$ cat src/hdl/dsc_regs.svh
// Register offsets, field positions and reset values of the short address channel pair.
`ifndef DSC_REGS_SVH
`define DSC_REGS_SVH

// ----------------------------------------------------------------------------
// Register map
// ----------------------------------------------------------------------------
`define DSC_CH_A_BASE    8'h00
`define DSC_CH_B_BASE    8'h10
`define DSC_OFS_CTRL     4'h0
`define DSC_OFS_MEM_PTR  4'h4
`define DSC_OFS_IO_PTR   4'h8
`define DSC_OFS_COUNT    4'hc
`define DSC_STAT_ADDR    8'h20

// ----------------------------------------------------------------------------
// Control register fields and constants
// ----------------------------------------------------------------------------
`define DSC_BIT_ENABLE   7
`define DSC_BIT_SIZE     6
`define DSC_BIT_DIR      5
`define DSC_BIT_REPEAT   4
`define DSC_BIT_IRQ_EN   3
`define DSC_CTRL_RESET   8'h00
`define DSC_SRC_FULL     2'b11
`define DSC_SRC_INT_LAST 3'h5
`define DSC_IO_HIGH      16'hffff
`define DSC_MEM_RSVD     8'hff

`endif

$ cat src/hdl/dsc_pkg.sv
// Types shared by the short address channel pair.
package dsc_pkg;

    typedef enum logic [1:0] {
        DSC_MODE_IO     = 2'b00,
        DSC_MODE_REPEAT = 2'b01,
        DSC_MODE_IDLE   = 2'b10
    } dsc_mode_type;

    typedef enum logic {
        DSC_ARB_IDLE = 1'b0,
        DSC_ARB_BUSY = 1'b1
    } dsc_arb_type;

    typedef struct packed {
        logic [7:0]  ctrl;
        logic [23:0] mem_ptr;
        logic [7:0]  io_ptr;
        logic [15:0] count;
        logic        set_ok;
        logic        pend;
        logic        end_irq;
    } dsc_chan_type;

    typedef struct packed {
        dsc_chan_type [1:0] ch;
        dsc_arb_type        arb;
        logic               gnt;
        logic               ext_prev;
        logic               xfer_req;
        logic               xfer_word;
        logic               xfer_chan;
        logic [23:0]        xfer_src_addr;
        logic [23:0]        xfer_dst_addr;
        logic [31:0]        prdata;
        logic               pready;
        logic               pslverr;
        logic [5:0]         src_irq_block;
    } dsc_state_type;

endpackage : dsc_pkg

$ cat src/hdl/dsc_chan_ctrl.sv
// Control logic of a short address DMA channel pair with an APB register slave.
`include "dsc_regs.svh"

// Overview of operation
// - Each channel's 8-bit control register clears on reset and on standby.
// - An enabled channel runs one transfer each time its source fires.
// - A disabled channel ignores every request from its source.
// - Enable sets only after software read the register with enable low.
// - In I/O and idle mode enable clears itself after the last transfer.
// - Enable falling with interrupt enable high raises the end interrupt.
// - Size bit low means byte transfers, high means word transfers.
// - Direction low increments the memory pointer by 1 or 2.
// - Direction high decrements the memory pointer by 1 or 2.
// - Idle mode never steps the memory pointer.
// - Mode comes from repeat bit and interrupt enable: I/O, repeat, idle.
// - Channel A codes: timers 0-3, serial tx empty, rx full, full mode.
// - Channel B adds falling edge and low level of the request pin.
// - Channels sharing a source are served in fixed order, A first.
// - An enabled channel on codes 0-5 blocks its source's normal CPU interrupt; codes 6 and 7 block none.
// - Memory pointer is destination for rx full, source otherwise.
// - I/O address is the pointer byte under all-ones, never stepped.
// - I/O and idle modes count down 16 bits and stop at zero.
// - Repeat mode counts the high byte and reloads it from the low byte.
module dsc_chan_ctrl
    import dsc_pkg::*;
(
    input  wire logic        sys_clk,
    input  wire logic        sys_rst,
    input  wire logic        standby,
    input  wire logic        psel,
    input  wire logic        penable,
    input  wire logic        pwrite,
    input  wire logic [7:0]  paddr,
    input  wire logic [31:0] pwdata,
    output logic [31:0]      prdata,
    output logic             pready,
    output logic             pslverr,
    input  wire logic [3:0]  timer_cmp,
    input  wire logic        ser_tx_empty,
    input  wire logic        ser_rx_full,
    input  wire logic        ext_xfer_request_n,
    output logic             xfer_req,
    output logic             xfer_chan,
    output logic             xfer_word,
    output logic [23:0]      xfer_src_addr,
    output logic [23:0]      xfer_dst_addr,
    input  wire logic        xfer_ack,
    output logic [1:0]       transfer_end_irq,
    output logic [5:0]       src_irq_block
);

    // ------------------------------------------------------------------------
    // State and helpers
    // ------------------------------------------------------------------------
    dsc_state_type st;
    dsc_state_type next_st;

    logic        setup;
    logic        acc;
    logic        addr_ok;
    logic        ext_fall;
    logic [1:0]  fire;
    logic [1:0]  rx_src;
    logic [1:0]  full;
    logic [23:0] step_ptr [2];

    assign setup    = psel && !penable && !st.pready;
    assign acc      = psel && penable && st.pready;
    assign addr_ok  = (paddr[1:0] == 2'b00)
                      && ((paddr[7:5] == 3'b000) || (paddr == `DSC_STAT_ADDR));
    assign ext_fall = st.ext_prev && !ext_xfer_request_n;

    function automatic dsc_mode_type mode_of(input logic [7:0] c);
        if (!c[`DSC_BIT_REPEAT]) begin
            mode_of = DSC_MODE_IO;
        end else if (!c[`DSC_BIT_IRQ_EN]) begin
            mode_of = DSC_MODE_REPEAT;
        end else begin
            mode_of = DSC_MODE_IDLE;
        end
    endfunction : mode_of

    function automatic logic [31:0] rd_mux(input dsc_state_type s, input logic [7:0] a);
        dsc_chan_type c;
        c = s.ch[a[4]];
        rd_mux = 32'h0;
        if (a == `DSC_STAT_ADDR) begin
            rd_mux = {30'h0, s.ch[1].end_irq, s.ch[0].end_irq};
        end else if (a[7:5] == 3'b000) begin
            unique case (a[3:0])
                `DSC_OFS_CTRL:    rd_mux = {24'h0, c.ctrl};
                `DSC_OFS_MEM_PTR: rd_mux = {`DSC_MEM_RSVD, c.mem_ptr};
                `DSC_OFS_IO_PTR:  rd_mux = {24'h0, c.io_ptr};
                `DSC_OFS_COUNT:   rd_mux = {16'h0, c.count};
                default:          rd_mux = 32'h0;
            endcase
        end
    endfunction : rd_mux

    // ------------------------------------------------------------------------
    // Per-channel sources and pointer steppers
    // ------------------------------------------------------------------------
    dsc_src_sel #(
        .HAS_EXT (1'b0)
    ) u_src_a (
        .sel          (st.ch[0].ctrl[2:0]),
        .timer_cmp    (timer_cmp),
        .ser_tx_empty (ser_tx_empty),
        .ser_rx_full  (ser_rx_full),
        .ext_fall     (1'b0),
        .ext_low      (1'b0),
        .fire         (fire[0]),
        .rx_src       (rx_src[0]),
        .full_addr    (full[0])
    );

    dsc_src_sel #(
        .HAS_EXT (1'b1)
    ) u_src_b (
        .sel          (st.ch[1].ctrl[2:0]),
        .timer_cmp    (timer_cmp),
        .ser_tx_empty (ser_tx_empty),
        .ser_rx_full  (ser_rx_full),
        .ext_fall     (ext_fall),
        .ext_low      (!ext_xfer_request_n),
        .fire         (fire[1]),
        .rx_src       (rx_src[1]),
        .full_addr    (full[1])
    );

    for (genvar g = 0; g < 2; g++) begin : gen_step
        dsc_addr_step u_step (
            .ptr      (st.ch[g].mem_ptr),
            .word     (st.ch[g].ctrl[`DSC_BIT_SIZE]),
            .dir      (st.ch[g].ctrl[`DSC_BIT_DIR]),
            .hold     (mode_of(st.ch[g].ctrl) == DSC_MODE_IDLE),
            .next_ptr (step_ptr[g])
        );
    end

    // ------------------------------------------------------------------------
    // Next state
    // ------------------------------------------------------------------------
    always_comb begin
        logic       old_en;
        logic       hit;
        logic       g;
        logic [7:0] hi;
        logic [2:0] sel;
        old_en  = 1'b0;
        hit     = 1'b0;
        g       = 1'b0;
        hi      = 8'h00;
        sel     = 3'h0;
        next_st = st;

        for (int i = 0; i < 2; i++) begin
            old_en = st.ch[i].ctrl[`DSC_BIT_ENABLE];
            // Transfer completion updates pointer and count.
            if (st.arb == DSC_ARB_BUSY && st.gnt == 1'(i) && xfer_ack) begin
                next_st.ch[i].mem_ptr = step_ptr[i];
                if (mode_of(st.ch[i].ctrl) == DSC_MODE_REPEAT) begin
                    hi = st.ch[i].count[15:8] - 8'h01;
                    next_st.ch[i].count[15:8] = (hi == 8'h00) ? st.ch[i].count[7:0] : hi;
                end else begin
                    next_st.ch[i].count = st.ch[i].count - 16'h0001;
                    if (st.ch[i].count == 16'h0001) begin
                        next_st.ch[i].ctrl[`DSC_BIT_ENABLE] = 1'b0;
                    end
                end
            end
            // Register writes; software wins over the hardware update.
            hit = acc && addr_ok && (paddr[7:5] == 3'b000) && (paddr[4] == 1'(i));
            if (hit && pwrite) begin
                unique case (paddr[3:0])
                    `DSC_OFS_CTRL: begin
                        next_st.ch[i].ctrl[6:0] = pwdata[6:0];
                        next_st.ch[i].ctrl[`DSC_BIT_ENABLE] = pwdata[`DSC_BIT_ENABLE]
                            && (st.ch[i].set_ok || next_st.ch[i].ctrl[`DSC_BIT_ENABLE]);
                        next_st.ch[i].set_ok = 1'b0;
                    end
                    `DSC_OFS_MEM_PTR: next_st.ch[i].mem_ptr = pwdata[23:0];
                    `DSC_OFS_IO_PTR:  next_st.ch[i].io_ptr  = pwdata[7:0];
                    `DSC_OFS_COUNT:   next_st.ch[i].count   = pwdata[15:0];
                    default:          next_st.ch[i].count   = next_st.ch[i].count;
                endcase
            end
            if (hit && !pwrite && paddr[3:0] == `DSC_OFS_CTRL && !old_en) begin
                next_st.ch[i].set_ok = 1'b1;
            end
            if (standby) begin
                next_st.ch[i].ctrl   = `DSC_CTRL_RESET;
                next_st.ch[i].set_ok = 1'b0;
            end
            // A request is taken only while the channel stays enabled.
            if (fire[i] && old_en && !full[i]) begin
                next_st.ch[i].pend = 1'b1;
            end
            if (!next_st.ch[i].ctrl[`DSC_BIT_ENABLE]) begin
                next_st.ch[i].pend = 1'b0;
            end
            // End interrupt: clear first so that a new event wins.
            if ((acc && pwrite && paddr == `DSC_STAT_ADDR && pwdata[i])
                || !next_st.ch[i].ctrl[`DSC_BIT_IRQ_EN]) begin
                next_st.ch[i].end_irq = 1'b0;
            end
            if (old_en && !next_st.ch[i].ctrl[`DSC_BIT_ENABLE]
                && next_st.ch[i].ctrl[`DSC_BIT_IRQ_EN]) begin
                next_st.ch[i].end_irq = 1'b1;
            end
        end

        // Fixed priority: channel A before channel B on a shared source.
        unique case (st.arb)
            DSC_ARB_IDLE: begin
                if (next_st.ch[0].pend || next_st.ch[1].pend) begin
                    g = !next_st.ch[0].pend;
                    next_st.arb       = DSC_ARB_BUSY;
                    next_st.gnt       = g;
                    next_st.xfer_req  = 1'b1;
                    next_st.xfer_chan = g;
                    next_st.xfer_word = next_st.ch[g].ctrl[`DSC_BIT_SIZE];
                    next_st.ch[g].pend = 1'b0;
                    if (rx_src[g]) begin
                        next_st.xfer_src_addr = {`DSC_IO_HIGH, next_st.ch[g].io_ptr};
                        next_st.xfer_dst_addr = next_st.ch[g].mem_ptr;
                    end else begin
                        next_st.xfer_src_addr = next_st.ch[g].mem_ptr;
                        next_st.xfer_dst_addr = {`DSC_IO_HIGH, next_st.ch[g].io_ptr};
                    end
                end
            end
            DSC_ARB_BUSY: begin
                if (xfer_ack) begin
                    next_st.arb      = DSC_ARB_IDLE;
                    next_st.xfer_req = 1'b0;
                end
            end
        endcase

        next_st.src_irq_block = 6'h00;
        for (int i = 0; i < 2; i++) begin
            sel = next_st.ch[i].ctrl[2:0];
            if (next_st.ch[i].ctrl[`DSC_BIT_ENABLE] && sel <= `DSC_SRC_INT_LAST) begin
                next_st.src_irq_block[sel] = 1'b1;
            end
        end

        next_st.ext_prev = ext_xfer_request_n;
        next_st.pready   = setup;
        next_st.pslverr  = setup && !addr_ok;
        if (setup) begin
            next_st.prdata = rd_mux(st, paddr);
        end
    end

    // ------------------------------------------------------------------------
    // State register
    // ------------------------------------------------------------------------
    always_ff @(posedge sys_clk) begin
        if (sys_rst) begin
            st <= '0;
        end else begin
            st <= next_st;
        end
    end

    assign prdata           = st.prdata;
    assign pready           = st.pready;
    assign pslverr          = st.pslverr;
    assign xfer_req         = st.xfer_req;
    assign xfer_chan        = st.xfer_chan;
    assign xfer_word        = st.xfer_word;
    assign xfer_src_addr    = st.xfer_src_addr;
    assign xfer_dst_addr    = st.xfer_dst_addr;
    assign transfer_end_irq = {st.ch[1].end_irq, st.ch[0].end_irq};
    assign src_irq_block    = st.src_irq_block;
endmodule : dsc_chan_ctrl

$ cat src/hdl/dsc_src_sel.sv
// Activation source decoder for one channel.
module dsc_src_sel
    import dsc_pkg::*;
#(
    parameter bit HAS_EXT = 1'b0
) (
    input  wire logic [2:0] sel,
    input  wire logic [3:0] timer_cmp,
    input  wire logic       ser_tx_empty,
    input  wire logic       ser_rx_full,
    input  wire logic       ext_fall,
    input  wire logic       ext_low,
    output logic            fire,
    output logic            rx_src,
    output logic            full_addr
);

    // ------------------------------------------------------------------------
    // Source mux
    // ------------------------------------------------------------------------
    always_comb begin
        unique case (sel)
            3'h0, 3'h1, 3'h2, 3'h3: fire = timer_cmp[sel[1:0]];
            3'h4:                   fire = ser_tx_empty;
            3'h5:                   fire = ser_rx_full;
            3'h6:                   fire = HAS_EXT && ext_fall;
            3'h7:                   fire = HAS_EXT && ext_low;
        endcase
    end

    assign rx_src    = (sel == 3'h5);
    // Codes 6 and 7 hand channel A over to the full address engine.
    assign full_addr = !HAS_EXT && (sel[2:1] == 2'b11);

endmodule : dsc_src_sel

$ cat src/hdl/dsc_addr_step.sv
// Memory pointer stepper for one channel.
module dsc_addr_step (
    input  wire logic [23:0] ptr,
    input  wire logic        word,
    input  wire logic        dir,
    input  wire logic        hold,
    output logic [23:0]      next_ptr
);

    logic [23:0] step;

    assign step = word ? 24'h000002 : 24'h000001;

    // ------------------------------------------------------------------------
    // Step
    // ------------------------------------------------------------------------
    always_comb begin
        if (hold) begin
            next_ptr = ptr;
        end else if (dir) begin
            next_ptr = ptr - step;
        end else begin
            next_ptr = ptr + step;
        end
    end

endmodule : dsc_addr_step

$ cat config.mk
export PLATFORM = sky130hd
export DESIGN_NAME = dsc_chan_ctrl
export DESIGN_NICKNAME = d
export VERILOG_FILES = /design/src/hdl/dsc_pkg.sv /design/src/hdl/dsc_chan_ctrl.sv /design/src/hdl/dsc_src_sel.sv /design/src/hdl/dsc_addr_step.sv
export VERILOG_INCLUDE_DIRS = /design/src /design/src/hdl
export SDC_FILE = /design/constraint.sdc
export NUM_CORES = 1
export LEC_CHECK = 0
export ABC_CLOCK_PERIOD_IN_PS = 10600
export BUFFER_PORTS_ARGS = -buffer_cell sky130_fd_sc_hd__buf_2
export CORE_ASPECT_RATIO = 1.25
export CORE_MARGIN = 10
export CORE_UTILIZATION = 30
export DETAILED_ROUTE_END_ITERATION = 10
export PLACE_DENSITY = 0.46
export SETUP_SLACK_MARGIN = 0.1
export SLEW_MARGIN = 20
export SYNTH_ARGS = -nofsm -noshare
export SYNTH_HDL_FRONTEND = slang
export SYNTH_SLANG_ARGS = --single-unit
$ cat constraint.sdc
create_clock -name sys_clk -period 10.6 [get_ports sys_clk]
set_input_delay 0.53 -clock sys_clk [delete_from_list [all_inputs] [get_ports sys_clk]]
set_output_delay 0.53 -clock sys_clk [all_outputs]
set_load 0.05 [all_outputs]
==> run_summary.xml <==
<?xml version="1.0" encoding="UTF-8"?>
<metrics>
  <group name="placed_design">
    <metric name="io_buffer_count" unit="">138</metric>
    <metric name="detailed_place_hpwl" unit="mm">38.3</metric>
    <metric name="gpl.final_weighted_congestion" unit="">0.887</metric>
    <metric name="place_worst_setup_slack" unit="ns">5.91</metric>
  </group>
  <group name="floorplan">
    <metric name="io-pin-count" unit="">147</metric>
    <metric name="die_area" unit="mm^2">0.0537</metric>
    <metric name="floorplan.initialDensity" unit="%">30.4</metric>
    <metric name="row_count" unit="">86</metric>
    <metric name="die_h" unit="um">257</metric>
    <metric name="die_w" unit="um">209</metric>
    <metric name="floorplan.core_area" unit="mm^2">0.0442</metric>
  </group>
  <group name="power_and_ir_drop">
    <metric name="leakagePower" unit="nW">5.82</metric>
    <metric name="vdd.ir_drop.worst" unit="mV">0.126</metric>
    <metric name="cellPowerDensity" unit="mW/mm^2">115</metric>
  </group>
  <group name="worst_setup_path">
    <metric name="cp.buffers_inverters" unit="">4</metric>
    <metric name="timing.critical_path.cells" unit="">and3b_1 &gt; buf_4 &gt; nand3_1 &gt; o41ai_1 &gt; buf_4 &gt; a21o_1 &gt; or2_1 &gt; buf_4 &gt; nand3_2 &gt; inv_2 &gt; or2_2 &gt; a22oi_1 &gt; a21oi_1</metric>
    <metric name="cp.arrival" unit="ns">4.66</metric>
    <metric name="cp-start-kind" unit="">register</metric>
    <metric name="type_of_the_worst_setup_path" unit="">register to register</metric>
    <metric name="cp_max_fo" unit="">34</metric>
    <metric name="slowest_stage_cell_on_the_critical_path" unit="">sky130_fd_sc_hd__dfxtp_1</metric>
    <metric name="sort_of_element_at_the_end_of_the_critical_path" unit="">register</metric>
    <metric name="critPathRequiredTime" unit="ns">11.08</metric>
    <metric name="cp_common_cell" unit="">sky130_fd_sc_hd__buf_4</metric>
    <metric name="crit_path_max_incr_delay" unit="ns">0.72</metric>
    <metric name="cpLargestDelayFamily" unit="">simple AND/OR/NAND/NOR gates</metric>
  </group>
  <group name="logic_synthesis">
    <metric name="dominant_combinational_cell_family_by_area_after_synthesis" unit="">compound AO/OA/AOI/OAI gates</metric>
    <metric name="yosys_register_bits" unit="">204</metric>
    <metric name="synth.lib_cells_used.distinct" unit="">72</metric>
    <metric name="synth_area_per_cell" unit="um^2">7.74</metric>
    <metric name="synthAdderAreaFrac" unit="%">5.42</metric>
    <metric name="post_synthesis_compound_gate_area_fraction" unit="%">23.5</metric>
    <metric name="ys.warnings.count" unit="">0</metric>
    <metric name="sequential_element_share_of_the_synthesized_area" unit="%">30.4</metric>
    <metric name="netlist_instances" unit="">1735</metric>
    <metric name="yosys.area_share.simple" unit="%">21.0</metric>
    <metric name="postSynthNetCount" unit="">1846</metric>
    <metric name="dominantRegCellSynth" unit="">sky130_fd_sc_hd__dfxtp_1</metric>
    <metric name="async_flop_share" unit="%">0</metric>
    <metric name="netlist_area" unit="mm^2">0.0134</metric>
    <metric name="post_synth_xor_area_fraction" unit="%">3.52</metric>
    <metric name="synth_enable_flop_cells" unit="">0</metric>
    <metric name="muxShareOfSynthArea" unit="%">6.88</metric>
  </group>
  <group name="clock_network">
    <metric name="tritoncts_num_sinks" unit="">204</metric>
    <metric name="cts_resized" unit="">0</metric>
    <metric name="cts-buffers-inserted" unit="">26</metric>
    <metric name="clk_latency" unit="ns">0.56</metric>
    <metric name="ctsHoldBuffers" unit="">0</metric>
    <metric name="htree_num_levels" unit="">1</metric>
    <metric name="cts_tree" unit="">yes</metric>
    <metric name="cts.repair_timing.setup_buffer_count" unit="">0</metric>
    <metric name="max-clock-path-buffers" unit="">3</metric>
    <metric name="clock-root-buffer" unit="">sky130_fd_sc_hd__clkbuf_16</metric>
    <metric name="clkSlewWorstSetupHoldPaths" unit="ns">0.06</metric>
  </group>
  <group name="sta">
    <metric name="final.min_clock_period" unit="ns">4.18</metric>
    <metric name="hold_viol_final" unit="">0</metric>
    <metric name="setup_repair_after_global_routing_missed_its_margin" unit="">false</metric>
    <metric name="setup-tns-final" unit="ns">0</metric>
    <metric name="clock_skew" unit="ns">0.0249</metric>
    <metric name="slew_headroom" unit="%">30.0</metric>
    <metric name="drv_slew" unit="">0</metric>
    <metric name="period_share" unit="%">39.4</metric>
    <metric name="fmax" unit="GHz">0.239</metric>
    <metric name="final_critical_path_setup_slack" unit="ns">6.42</metric>
    <metric name="finalSetupViolations" unit="">0</metric>
    <metric name="slew_at_the_pin_closest_to_its_max_slew_limit" unit="ns">1.04</metric>
  </group>
  <group name="global_route">
    <metric name="grt_start_max_net_pins" unit="">113</metric>
    <metric name="groute.usage.overall" unit="%">18.2</metric>
    <metric name="global_route_wire_length_before_repair" unit="mm">76.6</metric>
    <metric name="grt.overflow.total" unit="">0</metric>
    <metric name="grt_pass1_vias" unit="">12300</metric>
    <metric name="antenna_violations_before_repair" unit="">0</metric>
  </group>
  <group name="run">
    <metric name="drv.max_cap_violation_count" unit="">0</metric>
  </group>
  <group name="layout">
    <metric name="finalNetCount" unit="">1838</metric>
    <metric name="final_layout_size_suffix_gt1_share" unit="%">14.3</metric>
    <metric name="insertedDiodeCount" unit="">0</metric>
    <metric name="filler_cell_count" unit="">4750</metric>
    <metric name="syn2layout_area_growth" unit="%">9.54</metric>
  </group>
  <group name="routing">
    <metric name="ant_nets" unit="">0</metric>
    <metric name="vias" unit="">12800</metric>
    <metric name="firstDrtPassIters" unit="">7</metric>
    <metric name="routed_wl" unit="mm">51.5</metric>
    <metric name="routed_wire_length_per_instance" unit="um">22.2</metric>
    <metric name="drt-initial-drc-count" unit="">947</metric>
    <metric name="drc" unit="">0</metric>
    <metric name="detail_route.vias_per_cell" unit="">5.54</metric>
  </group>
  <group name="outcome">
    <metric name="outcome" unit="">finished clean</metric>
  </group>
  <group name="min_path">
    <metric name="hold_path_class" unit="">primary input to register</metric>
  </group>
</metrics>
path summary, 6_finish.rpt:
check                startpoint                to  slack (ns)  cells after the start
max                      st[93]  xfer_src_addr[2]        6.42                     13
min reg2reg           xfer_word         xfer_word        0.45                      2
min          ext_xfer_request_n            st[91]        0.20                      2
max reg2reg              st[93]  xfer_src_addr[2]        6.42                     13
synthesized netlist by cell type, types with 4 or more instances:
library cell	n	area share (%)
sky130_fd_sc_hd__nand4_1	14	0.65
sky130_fd_sc_hd__mux2i_1	45	3.4
sky130_fd_sc_hd__a31oi_1	10	0.47
sky130_fd_sc_hd__nand3b_1	8	0.45
sky130_fd_sc_hd__nand2_1	191	5.3
sky130_fd_sc_hd__a22o_1	4	0.26
sky130_fd_sc_hd__nor4_1	13	0.61
sky130_fd_sc_hd__mux2_2	16	1.3
sky130_fd_sc_hd__a22oi_1	36	2.0
sky130_fd_sc_hd__dfxtp_1	204	30
sky130_fd_sc_hd__a21o_1	24	1.3
sky130_fd_sc_hd__nand3_1	31	1.2
sky130_fd_sc_hd__mux4_2	13	2.2
sky130_fd_sc_hd__a221oi_1	11	0.72
sky130_fd_sc_hd__a21oi_1	137	5.1
sky130_fd_sc_hd__buf_4	90	5.0
sky130_fd_sc_hd__a41oi_1	6	0.39
sky130_fd_sc_hd__ha_1	55	5.1
sky130_fd_sc_hd__a222oi_1	8	0.60
sky130_fd_sc_hd__clkbuf_1	77	2.2
sky130_fd_sc_hd__xnor2_1	34	2.2
sky130_fd_sc_hd__buf_2	19	0.71
sky130_fd_sc_hd__nor2_1	252	7.0
sky130_fd_sc_hd__o21ai_0	76	2.8
sky130_fd_sc_hd__nand2b_1	9	0.42
sky130_fd_sc_hd__and3_1	19	0.89
sky130_fd_sc_hd__and2_1	8	0.37
sky130_fd_sc_hd__o31ai_1	9	0.50
sky130_fd_sc_hd__o21a_1	13	0.73
sky130_fd_sc_hd__xor2_1	20	1.3
sky130_fd_sc_hd__o31a_1	4	0.26
sky130_fd_sc_hd__o22ai_1	22	1.0
sky130_fd_sc_hd__o211ai_1	18	1.0
sky130_fd_sc_hd__a211oi_1	68	3.8
sky130_fd_sc_hd__a311oi_1	5	0.33
sky130_fd_sc_hd__inv_1	34	0.95
sky130_fd_sc_hd__buf_1	5	0.14
sky130_fd_sc_hd__nor2b_1	16	0.75
sky130_fd_sc_hd__and4_1	4	0.26
sky130_fd_sc_hd__o2111ai_1	4	0.26
sky130_fd_sc_hd__or2_2	5	0.23
sky130_fd_sc_hd__or3_1	8	0.37
sky130_fd_sc_hd__o21bai_1	9	0.50
sky130_fd_sc_hd__nor3_1	42	1.6
state kept, by name, summed over array words and instances (netlist names):
signal            flops
xfer_word             1
st                  118
xfer_req              1
pslverr               1
src_irq_block         6
xfer_src_addr        24
xfer_chan             1
pready                1
prdata               25
transfer_end_irq      2
xfer_dst_addr        24
metrics by stage:
stage | utilization [%] | total power, mW | area, um^2 | hold slack (ns) | std cells
floorplan | - | 0.819 | 13400 | 0.432 | 1735
detailed placement | 31.4 | 0.852 | 13900 | 0.444 | 2271
global route | 33.3 | 1.75 | 14700 | 0.238 | 2317
global placement | 31.4 | 0.852 | 13900 | 0.444 | 2271
finish | 33.3 | 1.69 | 14700 | 0.204 | 2317
CTS | 33.3 | 1.72 | 14700 | 0.179 | 2317
metal layers:
layer / wire length [um] / global-route usage, %
met1: 20900 / 21.5
met2: 26100 / 32.4
met3: 2430 / 2.07
met4: 2030 / 7.40
met5: 0 / 0
cell families (layout without fill, tap and decap cells):
kind of cell             Yosys count  in the layout
AND/OR/NAND/NOR                  633            633
multiplexers                      74             74
AO/OA/AOI/OAI                    484            484
flip-flops                       204            204
adder cells (fa/ha/maj)           57             57
XOR/XNOR                          54             54
buffers and inverters            229            239
final cells by class:
| type | instances | area (um^2) | area share [%] |
|---|---|---|---|
| Clock buffer | 35 | 714 | 4.86 |
| Tap cell | 572 | 716 | 4.87 |
| Timing Repair Buffer | 158 | 847 | 5.76 |
| Inverter | 35 | 131 | 0.893 |
| Multi-Input combinational cell | 1302 | 8120 | 55.2 |
| Clock inverter | 11 | 98.8 | 0.672 |
| Sequential cell | 204 | 4080 | 27.8 |
power by group:
part	internal, mW	switching, mW	total (mW)
clock network	0.496	0.361	0.857
registers	0.767	0.000303	0.768
logic	0.0157	0.0511	0.0668
worst reg2reg max path, stage by stage, from the launching register on:
cell and delay, ns:
sky130_fd_sc_hd__dfxtp_1 0.72, sky130_fd_sc_hd__and3b_1 0.25, sky130_fd_sc_hd__buf_4 0.23, sky130_fd_sc_hd__nand3_1 0.14, sky130_fd_sc_hd__o41ai_1 0.53, sky130_fd_sc_hd__buf_4 0.23, sky130_fd_sc_hd__a21o_1 0.23, sky130_fd_sc_hd__or2_1 0.13
sky130_fd_sc_hd__buf_4 0.40, sky130_fd_sc_hd__nand3_2 0.23, sky130_fd_sc_hd__inv_2 0.10, sky130_fd_sc_hd__or2_2 0.53, sky130_fd_sc_hd__a22oi_1 0.21, sky130_fd_sc_hd__a21oi_1 0.17
cells in the final DEF, fill, tap and decap left out, types with 31 or more instances in the layout:
master | synthesis | final
sky130_fd_sc_hd__a211oi_1 | 68 | 68
sky130_fd_sc_hd__a21oi_1 | 137 | 137
sky130_fd_sc_hd__a22oi_1 | 36 | 36
sky130_fd_sc_hd__buf_2 | 19 | 137
sky130_fd_sc_hd__dfxtp_1 | 204 | 204
sky130_fd_sc_hd__ha_1 | 55 | 55
sky130_fd_sc_hd__inv_1 | 34 | 34
sky130_fd_sc_hd__mux2i_1 | 45 | 45
sky130_fd_sc_hd__nand2_1 | 191 | 191
sky130_fd_sc_hd__nand3_1 | 31 | 31
sky130_fd_sc_hd__nor2_1 | 252 | 250
sky130_fd_sc_hd__nor3_1 | 42 | 41
sky130_fd_sc_hd__o21ai_0 | 76 | 76
sky130_fd_sc_hd__xnor2_1 | 34 | 34
(Power assumes the default switching activity.)
